--- config.mk ---
export PLATFORM = sky130hd
export DESIGN_NAME = aocs_top
export DESIGN_NICKNAME = d
export VERILOG_FILES = /design/src/design/aocs_pkg.sv /design/src/design/aocs_top.sv
export SDC_FILE = /design/constraint.sdc
export NUM_CORES = 1
export LEC_CHECK = 0
export BUFFER_PORTS_ARGS = -buffer_cell sky130_fd_sc_hd__buf_2
export CAP_MARGIN = 10
export CORE_MARGIN = 5
export CORE_UTILIZATION = 61
export CTS_CLUSTER_SIZE = 8
export DETAILED_ROUTE_END_ITERATION = 10
export HOLD_SLACK_MARGIN = 0.08
export PLACE_DENSITY = 0.8
export SETUP_SLACK_MARGIN = 0.5
export SLEW_MARGIN = 10
export SYNTH_ARGS = -nofsm -noshare
export SYNTH_HDL_FRONTEND = slang
export SYNTH_SLANG_ARGS = --single-unit
export TNS_END_PERCENT = 5
--- constraint.sdc ---
create_clock -name CLK_I -period 9.5 [get_ports CLK_I]
set_clock_uncertainty 0.2 [all_clocks]
set_input_delay 0 -clock CLK_I [delete_from_list [all_inputs] [get_ports CLK_I]]
set_output_delay 0 -clock CLK_I [all_outputs]
set_load 0.05 [all_outputs]
--- src/design/aocs_pkg.sv ---
// Purpose: shared constants and types of the aux output condition selector
// Assumes: 100 MHz control clock, frequencies and currents as unsigned codes
// Notes: register offsets are byte addresses on the Avalon-MM slave
package aocs_pkg;
   localparam int CLK_PERIOD_NS = 10;
   localparam int MS_NS = 1000000;
   localparam int MS_CYCLES_DEF = MS_NS / CLK_PERIOD_NS;
   localparam int IOL_WARN_MS_DEF = 60000;
   localparam int INTERLOCK_MS_DEF = 500;
   localparam int IOL_PCT = 110;
   localparam int PCT_BASE = 100;
   localparam int HALF_SHIFT = 1;
   localparam int N_AUX = 4;

   localparam logic [7:0] OFS_AUX0 = 8'h00;
   localparam logic [7:0] OFS_AUX1 = 8'h04;
   localparam logic [7:0] OFS_AUX2 = 8'h08;
   localparam logic [7:0] OFS_AUX3 = 8'h0C;
   localparam logic [7:0] OFS_RELAY = 8'h10;
   localparam logic [7:0] OFS_STATUS = 8'h14;
   localparam logic [7:0] OFS_FAN = 8'h18;
   localparam logic [7:0] OFS_DET_FREQ = 8'h1C;
   localparam logic [7:0] OFS_BW = 8'h20;
   localparam logic [7:0] OFS_OL_LEVEL = 8'h24;
   localparam logic [7:0] OFS_OL_TIME = 8'h28;
   localparam logic [7:0] OFS_ON_DLY = 8'h2C;
   localparam logic [7:0] OFS_OFF_DLY = 8'h30;
   localparam logic [7:0] OFS_EVENT = 8'h34;

   localparam logic [7:0] RST_AUX = 8'h00;
   localparam logic [2:0] RST_RELAY = 3'h2;
   localparam logic [1:0] RST_FAN = 2'h0;

   localparam int RLY_UV_BIT = 0;
   localparam int RLY_TRIP_BIT = 1;
   localparam int RLY_RETRY_BIT = 2;

   localparam logic [1:0] FAN_POWER_ON = 2'h0;
   localparam logic [1:0] FAN_RUN = 2'h1;
   localparam logic [1:0] FAN_TEMP = 2'h2;

   localparam logic [1:0] CAUSE_NONE = 2'h0;
   localparam logic [1:0] CAUSE_UV = 2'h1;
   localparam logic [1:0] CAUSE_TRIP = 2'h2;
   localparam logic [1:0] CAUSE_RETRY = 2'h3;

   typedef enum logic [7:0] {
      M_NONE = 8'h00, M_ARRIVAL = 8'h01, M_LEVEL = 8'h02, M_BAND = 8'h03,
      M_THRESH = 8'h04, M_THRESH_INV = 8'h05, M_OL_WARN = 8'h06,
      M_DRV_OL = 8'h07, M_STALL = 8'h08, M_BUS_OV = 8'h09,
      M_BUS_UV = 8'h0A, M_OVERHEAT = 8'h0B, M_LOST_REF = 8'h0C,
      M_RUN = 8'h0D, M_STOP = 8'h0E, M_STEADY = 8'h0F, M_INV_LINE = 8'h10,
      M_COMMERCIAL_LINE_SIGNAL = 8'h11, M_SEARCH = 8'h12, M_READY = 8'h13, M_MMC = 8'h14
   } aocs_mode_t;

   typedef enum logic [3:0] {
      X_INV = 4'h1, X_GAP_COMM = 4'h2, X_COMM = 4'h4, X_GAP_INV = 4'h8
   } aocs_xchg_t;

   typedef struct packed {
      logic stall;
      logic bus_ov;
      logic bus_uv;
      logic overheat;
      logic ref_lost;
      logic running;
      logic accel;
      logic decel;
      logic searching;
      logic ready;
      logic exchange;
      logic uv_trip;
      logic fault_trip;
      logic emergency_disable;
      logic retry_zero;
      logic auto_retry;
      logic fan_temp_hot;
      logic [2:0] extension_out;
   } aocs_drv_t;
endpackage

--- src/design/aocs_top.sv ---
// Purpose: aux contact condition selector, fault relay, status, fan control
// Assumes: all drive inputs synchronous to CLK_I; Avalon-MM slave registers
// Notes: time bases count in milliseconds from one shared prescaler
//
// Contract
// - contact follows selected condition; none keeps open
// - arrival: |ref-out| within half bandwidth
// - level: arrival and |out-det| within half bandwidth
// - band: out within half bandwidth of det
// - threshold: close at det, hold above det-bw/2
// - inverted threshold is complement of threshold
// - overload warning after level held for time
// - drive overload 110% for 60s, trip later
// - stall mode follows stall prevention
// - bus over and under voltage modes
// - overheat mode follows heat sink indication
// - lost reference mode follows lost detection
// - run closes running, stop closes stopped
// - steady closes at constant running speed
// - search and ready modes follow inputs
// - line exchange keeps 500ms interlock gap
// - relay bit1 undervoltage, bit2 other faults
// - relay bit3 retry exhausted, not during retry
// - relay priority bit1, then bit2, then bit3
// - status word: aux, extension, relay bits
// - relay on and off delays, default zero
// - fan mode: power, running, temperature
// - selector codes 16 and 17 for exchange
`timescale 1ns/1ps
module aocs_top
#(
   parameter int FW = 16,
   parameter int MS_CYCLES = aocs_pkg::MS_CYCLES_DEF,
   parameter int IOL_WARN_MS = aocs_pkg::IOL_WARN_MS_DEF,
   parameter int INTERLOCK_MS = aocs_pkg::INTERLOCK_MS_DEF
)
(
   input wire logic CLK_I,
   input wire logic RST_I,
   input wire logic [7:0] AVS_ADDRESS_I,
   input wire logic AVS_READ_I,
   input wire logic AVS_WRITE_I,
   input wire logic [31:0] AVS_WRITEDATA_I,
   input wire logic [3:0] AVS_BYTEENABLE_I,
   output logic [31:0] AVS_READDATA_O,
   output logic AVS_WAITREQUEST_O,
   input wire logic [FW-1:0] REF_FREQ_I,
   input wire logic [FW-1:0] OUT_FREQ_I,
   input wire logic [FW-1:0] OUT_CURRENT_I,
   input wire logic [FW-1:0] RATED_CURRENT_I,
   input wire aocs_pkg::aocs_drv_t DRV_I,
   output logic [3:0] AUX_CONTACT_O,
   output logic FAULT_RELAY_O,
   output logic FAN_ON_O,
   output logic DRV_OL_TRIP_O,
   output logic [7:0] OUT_STATUS_O
);
   import aocs_pkg::*;

   ////////////////////////////////////////////////////////////////////////
   // state
   typedef struct packed {
      logic [N_AUX-1:0][7:0] aux_mode;
      logic [2:0] relay_mode;
      logic [1:0] fan_sel;
      logic [FW-1:0] det_freq;
      logic [FW-1:0] bandwidth;
      logic [FW-1:0] ol_level;
      logic [15:0] ol_time_ms;
      logic [15:0] on_dly_ms;
      logic [15:0] off_dly_ms;
      logic [31:0] ms_div;
      logic [15:0] ol_cnt;
      logic [31:0] iol_cnt;
      logic [15:0] relay_cnt;
      logic [31:0] xchg_cnt;
      aocs_xchg_t xchg;
      logic thresh;
      logic relay;
      logic [1:0] cause;
      logic iol_trip;
      logic [N_AUX-1:0] aux;
      logic fan;
      logic ack;
      logic [31:0] rdata;
   } aocs_state_t;

   localparam aocs_state_t ST_RESET = '{
      aux_mode: {N_AUX{RST_AUX}},
      relay_mode: RST_RELAY,
      fan_sel: RST_FAN,
      xchg: X_INV,
      default: '0
   };

   aocs_state_t st_r;
   aocs_state_t st_nxt;

   ////////////////////////////////////////////////////////////////////////
   // helpers
   function automatic logic [FW-1:0] absdiff(input logic [FW-1:0] a,
                                             input logic [FW-1:0] b);
      absdiff = (a >= b) ? a - b : b - a;
   endfunction

   function automatic logic [31:0] merge(input logic [31:0] old,
                                         input logic [31:0] wd,
                                         input logic [3:0] be);
      logic [31:0] m;
      m = old;
      for (int i = 0; i < 4; i++)
      begin
         if (be[i])
         begin
            m[i*8 +: 8] = wd[i*8 +: 8];
         end
      end
      merge = m;
   endfunction

   logic [FW-1:0] half_bw;
   logic arrival;
   logic level_hit;
   logic band_hit;
   logic thresh_low;
   logic [2*FW+7:0] cur_scaled;
   logic [2*FW+7:0] lim_scaled;
   logic iol_over;
   logic ol_over;
   logic tick;
   logic warn_ol;
   logic warn_iol;
   logic steady;
   logic demand;
   logic [1:0] cause;
   logic [15:0] dly;
   logic [N_AUX-1:0] cond;
   logic [31:0] rd_mux;
   logic [31:0] bus_word;
   logic [7:0] status;
   logic inv_line;
   logic commercial_line_signal;

   ////////////////////////////////////////////////////////////////////////
   // next state
   always_comb
   begin
      st_nxt = st_r;
      tick = (st_r.ms_div == 32'(MS_CYCLES - 1));
      st_nxt.ms_div = tick ? '0 : st_r.ms_div + 32'h1;

      // frequency detection
      half_bw = st_r.bandwidth >> HALF_SHIFT;
      arrival = absdiff(REF_FREQ_I, OUT_FREQ_I) <= half_bw;
      level_hit = arrival &&
                  (absdiff(OUT_FREQ_I, st_r.det_freq) <= half_bw);
      band_hit = absdiff(st_r.det_freq, OUT_FREQ_I) <= half_bw;
      // with det at or below half bandwidth the hold term is always true, so the latch never releases
      thresh_low = (st_r.det_freq > half_bw) ?
                   (OUT_FREQ_I > st_r.det_freq - half_bw) : 1'b1;
      // hysteresis latch: closing needs det, holding needs det-bw/2
      st_nxt.thresh = (OUT_FREQ_I >= st_r.det_freq) ||
                      (st_r.thresh && thresh_low);

      // overload warning
      ol_over = OUT_CURRENT_I >= st_r.ol_level;
      if (!ol_over)
      begin
         st_nxt.ol_cnt = '0;
      end
      else if (tick && (st_r.ol_cnt < st_r.ol_time_ms))
      begin
         st_nxt.ol_cnt = st_r.ol_cnt + 16'h1;
      end
      warn_ol = ol_over && (st_r.ol_cnt >= st_r.ol_time_ms);

      // drive overload: warn after one period, trip after a second one
      cur_scaled = (2*FW+8)'(OUT_CURRENT_I) * (2*FW+8)'(PCT_BASE);
      lim_scaled = (2*FW+8)'(RATED_CURRENT_I) * (2*FW+8)'(IOL_PCT);
      iol_over = cur_scaled > lim_scaled;
      if (!iol_over)
      begin
         st_nxt.iol_cnt = '0;
      end
      else if (tick && (st_r.iol_cnt < 32'(2 * IOL_WARN_MS)))
      begin
         st_nxt.iol_cnt = st_r.iol_cnt + 32'h1;
      end
      warn_iol = iol_over && (st_r.iol_cnt >= 32'(IOL_WARN_MS));
      // trip latches until reset; cutting the output is up to the drive
      if (iol_over && (st_r.iol_cnt >= 32'(2 * IOL_WARN_MS)))
      begin
         st_nxt.iol_trip = 1'b1;
      end

      steady = DRV_I.running && !DRV_I.accel && !DRV_I.decel;

      // line exchange sequencer
      case (st_r.xchg)
         X_INV:
         begin
            st_nxt.xchg_cnt = '0;
            if (DRV_I.exchange)
            begin
               st_nxt.xchg = X_GAP_COMM;
            end
         end
         X_GAP_COMM:
         begin
            if (!DRV_I.exchange)
            begin
               st_nxt.xchg = X_INV;
            end
            else if (st_r.xchg_cnt >= 32'(INTERLOCK_MS))
            begin
               st_nxt.xchg = X_COMM;
            end
            else if (tick)
            begin
               st_nxt.xchg_cnt = st_r.xchg_cnt + 32'h1;
            end
         end
         X_COMM:
         begin
            st_nxt.xchg_cnt = '0;
            if (!DRV_I.exchange)
            begin
               st_nxt.xchg = X_GAP_INV;
            end
         end
         X_GAP_INV:
         begin
            if (DRV_I.exchange)
            begin
               st_nxt.xchg = X_COMM;
            end
            else if (st_r.xchg_cnt >= 32'(INTERLOCK_MS))
            begin
               st_nxt.xchg = X_INV;
            end
            else if (tick)
            begin
               st_nxt.xchg_cnt = st_r.xchg_cnt + 32'h1;
            end
         end
         default:
         begin
            st_nxt.xchg = X_INV;
         end
      endcase
      inv_line = (st_r.xchg == X_INV);
      commercial_line_signal = (st_r.xchg == X_COMM);

      // contact selection per channel
      for (int i = 0; i < N_AUX; i++)
      begin
         case (st_r.aux_mode[i])
            M_ARRIVAL: cond[i] = arrival;
            M_LEVEL: cond[i] = level_hit;
            M_BAND: cond[i] = band_hit;
            M_THRESH: cond[i] = st_r.thresh;
            M_THRESH_INV: cond[i] = !st_r.thresh;
            M_OL_WARN: cond[i] = warn_ol;
            M_DRV_OL: cond[i] = warn_iol;
            M_STALL: cond[i] = DRV_I.stall;
            M_BUS_OV: cond[i] = DRV_I.bus_ov;
            M_BUS_UV: cond[i] = DRV_I.bus_uv;
            M_OVERHEAT: cond[i] = DRV_I.overheat;
            M_LOST_REF: cond[i] = DRV_I.ref_lost;
            M_RUN: cond[i] = DRV_I.running;
            M_STOP: cond[i] = !DRV_I.running;
            M_STEADY: cond[i] = steady;
            M_INV_LINE: cond[i] = inv_line;
            M_COMMERCIAL_LINE_SIGNAL: cond[i] = commercial_line_signal;
            M_SEARCH: cond[i] = DRV_I.searching;
            M_READY: cond[i] = DRV_I.ready;
            // none, pump control and unknown codes leave the contact open
            default: cond[i] = 1'b0;
         endcase
      end
      st_nxt.aux = cond;

      // fault relay demand, first matching bit names the cause
      demand = 1'b1;
      if (st_r.relay_mode[RLY_UV_BIT] && DRV_I.uv_trip)
      begin
         cause = CAUSE_UV;
      end
      else if (st_r.relay_mode[RLY_TRIP_BIT] && DRV_I.fault_trip &&
               !DRV_I.uv_trip && !DRV_I.emergency_disable)
      begin
         cause = CAUSE_TRIP;
      end
      else if (st_r.relay_mode[RLY_RETRY_BIT] && DRV_I.retry_zero &&
               !DRV_I.auto_retry)
      begin
         cause = CAUSE_RETRY;
      end
      else
      begin
         cause = CAUSE_NONE;
         demand = 1'b0;
      end
      if (demand)
      begin
         st_nxt.cause = cause;
      end

      // relay delay: a bounce shorter than the delay restarts the count
      dly = demand ? st_r.on_dly_ms : st_r.off_dly_ms;
      if (demand == st_r.relay)
      begin
         st_nxt.relay_cnt = '0;
      end
      else if (st_r.relay_cnt >= dly)
      begin
         st_nxt.relay = demand;
         st_nxt.relay_cnt = '0;
      end
      else if (tick)
      begin
         st_nxt.relay_cnt = st_r.relay_cnt + 16'h1;
      end

      // cooling fan
      case (st_r.fan_sel)
         FAN_RUN: st_nxt.fan = DRV_I.running && (OUT_FREQ_I != '0);
         FAN_TEMP: st_nxt.fan = DRV_I.fan_temp_hot;
         default: st_nxt.fan = 1'b1;
      endcase

      status = {st_r.relay, DRV_I.extension_out, st_r.aux};

      // register read mux
      case (AVS_ADDRESS_I)
         OFS_AUX0: rd_mux = 32'(st_r.aux_mode[0]);
         OFS_AUX1: rd_mux = 32'(st_r.aux_mode[1]);
         OFS_AUX2: rd_mux = 32'(st_r.aux_mode[2]);
         OFS_AUX3: rd_mux = 32'(st_r.aux_mode[3]);
         OFS_RELAY: rd_mux = 32'(st_r.relay_mode);
         OFS_STATUS: rd_mux = 32'(status);
         OFS_FAN: rd_mux = 32'(st_r.fan_sel);
         OFS_DET_FREQ: rd_mux = 32'(st_r.det_freq);
         OFS_BW: rd_mux = 32'(st_r.bandwidth);
         OFS_OL_LEVEL: rd_mux = 32'(st_r.ol_level);
         OFS_OL_TIME: rd_mux = 32'(st_r.ol_time_ms);
         OFS_ON_DLY: rd_mux = 32'(st_r.on_dly_ms);
         OFS_OFF_DLY: rd_mux = 32'(st_r.off_dly_ms);
         OFS_EVENT: rd_mux = 32'({st_r.iol_trip, st_r.cause, st_r.xchg});
         default: rd_mux = '0;
      endcase

      // bus: first cycle stalls and samples, second cycle completes
      st_nxt.ack = (AVS_READ_I || AVS_WRITE_I) && !st_r.ack;
      if (AVS_READ_I && !st_r.ack)
      begin
         st_nxt.rdata = rd_mux;
      end
      bus_word = merge(rd_mux, AVS_WRITEDATA_I, AVS_BYTEENABLE_I);
      if (AVS_WRITE_I && st_r.ack)
      begin
         case (AVS_ADDRESS_I)
            OFS_AUX0: st_nxt.aux_mode[0] = bus_word[7:0];
            OFS_AUX1: st_nxt.aux_mode[1] = bus_word[7:0];
            OFS_AUX2: st_nxt.aux_mode[2] = bus_word[7:0];
            OFS_AUX3: st_nxt.aux_mode[3] = bus_word[7:0];
            OFS_RELAY: st_nxt.relay_mode = bus_word[2:0];
            OFS_FAN: st_nxt.fan_sel = bus_word[1:0];
            OFS_DET_FREQ: st_nxt.det_freq = bus_word[FW-1:0];
            OFS_BW: st_nxt.bandwidth = bus_word[FW-1:0];
            OFS_OL_LEVEL: st_nxt.ol_level = bus_word[FW-1:0];
            OFS_OL_TIME: st_nxt.ol_time_ms = bus_word[15:0];
            OFS_ON_DLY: st_nxt.on_dly_ms = bus_word[15:0];
            OFS_OFF_DLY: st_nxt.off_dly_ms = bus_word[15:0];
            default: st_nxt.ack = st_nxt.ack;
         endcase
      end
   end

   ////////////////////////////////////////////////////////////////////////
   // registers
   always_ff @(posedge CLK_I or posedge RST_I)
   begin
      if (RST_I)
      begin
         st_r <= ST_RESET;
      end
      else
      begin
         st_r <= st_nxt;
      end
   end

   ////////////////////////////////////////////////////////////////////////
   // outputs
   assign AVS_WAITREQUEST_O = (AVS_READ_I || AVS_WRITE_I) && !st_r.ack;
   assign AVS_READDATA_O = st_r.rdata;
   assign AUX_CONTACT_O = st_r.aux;
   assign FAULT_RELAY_O = st_r.relay;
   assign FAN_ON_O = st_r.fan;
   assign DRV_OL_TRIP_O = st_r.iol_trip;
   assign OUT_STATUS_O = {st_r.relay, DRV_I.extension_out, st_r.aux};
endmodule

==> impl_metrics.prom <==
# TYPE chip_impl_metric gauge
chip_impl_info{name="outcome",value="finished, final reports clean"} 1
chip_impl_metric{name="synth.avg_cell_area",unit="sq um"} 8.933
chip_impl_metric{name="synth_warnings",unit=""} 0
chip_impl_metric{name="mappedNetlistArea",unit="sq mm"} 0.02521
chip_impl_metric{name="grt_antenna_before_repair",unit=""} 1
chip_impl_metric{name="power_leakage",unit="nW"} 13.41
chip_impl_metric{name="layout_setup_ws",unit="ns"} 2.301
chip_impl_metric{name="report.power.total",unit="mW"} 4.334
chip_impl_metric{name="std_cell_rows",unit=""} 74
chip_impl_metric{name="vias",unit=""} 22040
chip_impl_metric{name="die_width",unit="um"} 213.3
chip_impl_metric{name="setup_viol",unit=""} 0
chip_impl_metric{name="fp.dieH",unit="um"} 213.3
chip_impl_metric{name="routed_wire_length_per_instance",unit="um"} 20.81
chip_impl_metric{name="setup-tns-final",unit="ns"} 0
chip_impl_metric{name="power.density",unit="mW/mm^2"} 155.7
chip_impl_metric{name="async_flop_share",unit="%"} 100.0
chip_impl_info{name="hold_class",value="input port to async pin"} 1
chip_impl_metric{name="first_pass_grt_wire_length",unit="um"} 116700
chip_impl_metric{name="aggregate_global_routing_overflow",unit=""} 0
chip_impl_metric{name="place.gp.congestion",unit=""} 0.9890
chip_impl_metric{name="ffs_latches_synth",unit=""} 292
chip_impl_metric{name="power_frac_comb",unit="%"} 38.8
chip_impl_info{name="grt_setup_unrepaired",value="false"} 1
chip_impl_metric{name="post_synth_num_cell_types",unit=""} 84
chip_impl_metric{name="grt_pass1_vias",unit=""} 21970
chip_impl_metric{name="cts_num_sinks",unit=""} 292
chip_impl_metric{name="syn-instance-count",unit=""} 2822
chip_impl_metric{name="portBuffers",unit=""} 145
chip_impl_metric{name="synthToLayoutAreaGrowth",unit="%"} 10.40
chip_impl_metric{name="preCtsSetupSlack",unit="ns"} 3.017
chip_impl_metric{name="htree_levels",unit=""} 2
chip_impl_metric{name="drt_pre_antenna_iters",unit=""} 6
chip_impl_metric{name="share_seq_of_total_power",unit="%"} 30.0
chip_impl_metric{name="fill_count",unit=""} 3220
chip_impl_metric{name="power.share.switching",unit="%"} 36.09
chip_impl_metric{name="post-route-util",unit="%"} 68.16
chip_impl_metric{name="tightest_slew",unit="ns"} 1.185
chip_impl_metric{name="critPathMaxFanout",unit=""} 16
chip_impl_metric{name="initial_utilization",unit="%"} 61.74
chip_impl_metric{name="number_of_buffers_added_by_the_clock_tree_synthesis_step",unit=""} 42
chip_impl_metric{name="cts_repair_resize_count",unit=""} 0
chip_impl_metric{name="post_route_cells_drive_above_1_share",unit="%"} 11.13
chip_impl_metric{name="fp.coreArea",unit="sq mm"} 0.04083
chip_impl_metric{name="hpwl_after_dpl",unit="um"} 55410
chip_impl_metric{name="post-route-period-util",unit="%"} 75.78
chip_impl_info{name="cts-root-buf",value="sky130_fd_sc_hd__clkbuf_16"} 1
chip_impl_metric{name="timing_hold_violations_final",unit=""} 0
chip_impl_metric{name="worstPathRequired",unit="ns"} 9.77
chip_impl_metric{name="routed_wirelength",unit="um"} 73020
chip_impl_metric{name="grtUsageTotal",unit="%"} 31.61
chip_impl_metric{name="detail_route.vias_per_cell",unit=""} 6.281
chip_impl_metric{name="endpoint_arrival_time_on_the_critical_path",unit="ns"} 7.46
chip_impl_metric{name="clk_pin_slew",unit="ns"} 0.06
chip_impl_metric{name="finalHoldWorstSlack",unit="ns"} 0.06226
chip_impl_metric{name="net-switching-power",unit="mW"} 1.564
chip_impl_metric{name="drt_iter0_drc",unit=""} 1959
chip_impl_info{name="critPathKind",value="flop to flop"} 1
chip_impl_metric{name="clkPwrFrac",unit="%"} 31.2
chip_impl_info{name="crit_path_start_kind",value="flop"} 1
chip_impl_metric{name="largest_net_degree_at_the_start_of_global_routing",unit=""} 140
chip_impl_metric{name="worstSkewPairLatency",unit="ns"} 0.54
chip_impl_info{name="tritoncts",value="done"} 1
chip_impl_metric{name="post_cts.repair.setup_buffers",unit=""} 0
chip_impl_metric{name="period_needed",unit="ns"} 7.199
chip_impl_metric{name="detail_route.drc_violations",unit=""} 0
chip_impl_metric{name="ioPinCount",unit=""} 180
chip_impl_metric{name="slew_headroom",unit="%"} 18.76
chip_impl_info{name="postSynth.topFlopCell",value="sky130_fd_sc_hd__dfrtp_1"} 1
chip_impl_metric{name="antenna_violating_nets_post_route",unit=""} 0
chip_impl_metric{name="slew_violations",unit=""} 0
chip_impl_metric{name="ctsHoldBuffers",unit=""} 56
chip_impl_metric{name="floorplan.die_area",unit="sq mm"} 0.04549
chip_impl_metric{name="ys_seq_area_share",unit="%"} 29.00
chip_impl_metric{name="synth-edff-count",unit=""} 0
chip_impl_metric{name="max-clock-path-buffers",unit=""} 3
chip_impl_metric{name="ir_worst_vdd",unit="uV"} 172.7
chip_impl_metric{name="maxCapViolations",unit=""} 0
chip_impl_metric{name="cell_internal_pwr",unit="mW"} 2.770
chip_impl_info{name="critPathCaptureType",value="flop"} 1
chip_impl_metric{name="fin_nets",unit=""} 3466
chip_impl_metric{name="timing.fmax",unit="MHz"} 138.9
-- stage by stage --
step	cells	cell area [sq um]
floorplan	2837	25270
global placement	3398	26130
detailed placement	3398	26130
CTS	3507	27830
global route	3508	27830
finish	3508	27830
-- flip-flops by register name (all words and copies together) (netlist names) --
name / cells
DRV_OL_TRIP_O: 1
AUX_CONTACT_O: 4
st_r: 254
half_bw: 15
AVS_READDATA_O: 16
FAULT_RELAY_O: 1
FAN_ON_O: 1
-- cell usage after synthesis, types with 46 or more instances --
cell type | instances | area, sq um
sky130_fd_sc_hd__fa_1 | 55 | 1101
sky130_fd_sc_hd__dfrtp_1 | 290 | 7257
sky130_fd_sc_hd__inv_1 | 283 | 1062
sky130_fd_sc_hd__nand4_1 | 46 | 287.8
sky130_fd_sc_hd__o21ai_0 | 175 | 875.8
sky130_fd_sc_hd__mux2i_1 | 58 | 580.6
sky130_fd_sc_hd__nand2_1 | 218 | 818.3
sky130_fd_sc_hd__a21oi_1 | 152 | 760.7
sky130_fd_sc_hd__nor2_1 | 179 | 671.9
sky130_fd_sc_hd__ha_1 | 313 | 3916
sky130_fd_sc_hd__nor3_1 | 48 | 240.2
sky130_fd_sc_hd__nand3_1 | 95 | 475.5
sky130_fd_sc_hd__a21o_1 | 71 | 533.0
sky130_fd_sc_hd__xor2_1 | 69 | 604.3
sky130_fd_sc_hd__clkbuf_1 | 86 | 322.8
sky130_fd_sc_hd__mux2_2 | 78 | 878.3
sky130_fd_sc_hd__xnor2_1 | 91 | 797.0
-- power by group through the flow --
stage	Combinational (mW)	Clock (mW)	Sequential, mW
floorplan	1.22	0	1.31
global placement	1.55	0	1.32
detailed placement	1.63	0	1.32
CTS	1.66	1.36	1.30
global route	1.88	1.43	1.30
finish	1.68	1.35	1.30
-- logic make-up (layout without fill, tap and decap cells) --
kind of cell / count (synthesis) / count (layout) / share of synthesized area (%)
AND/OR/NAND/NOR: 801 / 801 / 15.82
AO/OA/AOI/OAI: 639 / 639 / 16.34
buffers and inverters: 417 / 555 / 6.909
adder cells (fa/ha/maj): 368 / 368 / 19.90
flip-flops: 292 / 292 / 29.00
XOR/XNOR: 160 / 160 / 5.559
multiplexers: 144 / 144 / 6.457
other: 1 / 17 / 0.01488
-- per-layer routing --
metal / vias up / track usage, % / wire, um / part of all wire [%]
li1: 10220 / - / - / -
met1: 10710 / 42.98 / 30940 / 42
met2: 941 / 53.05 / 35080 / 48
met3: 162 / 3.776 / 4784 / 6.6
met4: 0 / 10.24 / 2206 / 3.0
met5: - / 0 / 0 / 0
-- path summary, 6_finish.rpt --
check	startpoint	end	slack, ns	depth (start not counted)
worst max-delay path	st_r[256]	AUX_CONTACT_O[1]	2.30	21
worst min-delay path	RST_I	AVS_READDATA_O[4]	0.06	3
worst max register to register	st_r[256]	AUX_CONTACT_O[1]	2.30	21
worst min register to register	st_r[78]	st_r[78]	0.29	1
max in group asynchronous	RST_I	st_r[235]	7.34	4
min in group CLK_I	OUT_CURRENT_I[15]	st_r[142]	0.11	4
-- cells in the final DEF, fill, tap and decap left out, types with 16 or more instances in the layout --
master	Yosys	routed
sky130_fd_sc_hd__o21bai_1	23	23
sky130_fd_sc_hd__nand2b_1	19	19
sky130_fd_sc_hd__buf_2	0	145
sky130_fd_sc_hd__fa_1	55	55
sky130_fd_sc_hd__dlygate4sd3_1	0	56
sky130_fd_sc_hd__nand3_1	95	95
sky130_fd_sc_hd__nor2_1	179	178
sky130_fd_sc_hd__nand4_1	46	46
sky130_fd_sc_hd__nor4_1	34	34
sky130_fd_sc_hd__o211ai_1	16	16
sky130_fd_sc_hd__and2_1	35	35
sky130_fd_sc_hd__buf_4	45	18
sky130_fd_sc_hd__o21ai_0	175	174
sky130_fd_sc_hd__a21oi_1	152	152
sky130_fd_sc_hd__nand2_1	218	218
sky130_fd_sc_hd__a31oi_1	21	21
sky130_fd_sc_hd__mux2_2	78	78
sky130_fd_sc_hd__or3_1	19	19
sky130_fd_sc_hd__mux2i_1	58	58
sky130_fd_sc_hd__xnor2_1	91	91
sky130_fd_sc_hd__ha_1	313	313
sky130_fd_sc_hd__conb_1	1	16
sky130_fd_sc_hd__and3_1	33	33
sky130_fd_sc_hd__clkbuf_16	0	42
sky130_fd_sc_hd__a21o_1	71	71
sky130_fd_sc_hd__xor2_1	69	69
sky130_fd_sc_hd__a22oi_1	35	35
sky130_fd_sc_hd__dfrtp_1	290	290
sky130_fd_sc_hd__inv_1	283	282
sky130_fd_sc_hd__nor3_1	48	47
sky130_fd_sc_hd__a221oi_1	21	21
-- final cells by class --
cell class	instances	area [sq um]	area share, %
inverters	283	1070	3.844
flip-flops and latches	292	7310	26.26
clock buffers	49	1077	3.871
multi-input cells	2128	16220	58.29
diodes	1	2.502	0.008991
repair buffers	219	1421	5.107
well taps	532	665.6	2.392
clock inverters	4	63.81	0.2293
-- worst max-delay path: stages (launching register included) --
cell	delay (ns)
sky130_fd_sc_hd__dfrtp_1	0.52
sky130_fd_sc_hd__inv_1	0.13
sky130_fd_sc_hd__fa_1	0.46
sky130_fd_sc_hd__a21o_1	0.19
sky130_fd_sc_hd__a211oi_1	0.25
sky130_fd_sc_hd__nor2_1	0.15
sky130_fd_sc_hd__o41ai_1	0.65
sky130_fd_sc_hd__o211ai_1	0.15
sky130_fd_sc_hd__buf_4	0.26
sky130_fd_sc_hd__mux2i_1	0.16
sky130_fd_sc_hd__xnor2_1	0.34
sky130_fd_sc_hd__ha_1	0.32
sky130_fd_sc_hd__a21o_1	0.16
sky130_fd_sc_hd__nand3_1	0.08
sky130_fd_sc_hd__a21oi_1	0.07
sky130_fd_sc_hd__a2111oi_0	0.70
sky130_fd_sc_hd__o221ai_1	0.30
sky130_fd_sc_hd__nor4bb_1	0.52
sky130_fd_sc_hd__o21ai_0	0.25
sky130_fd_sc_hd__mux4_2	0.52
sky130_fd_sc_hd__o22ai_1	0.16
sky130_fd_sc_hd__dlygate4sd3_1	0.57
No activity file was read; power rests on OpenSTA's default activity.
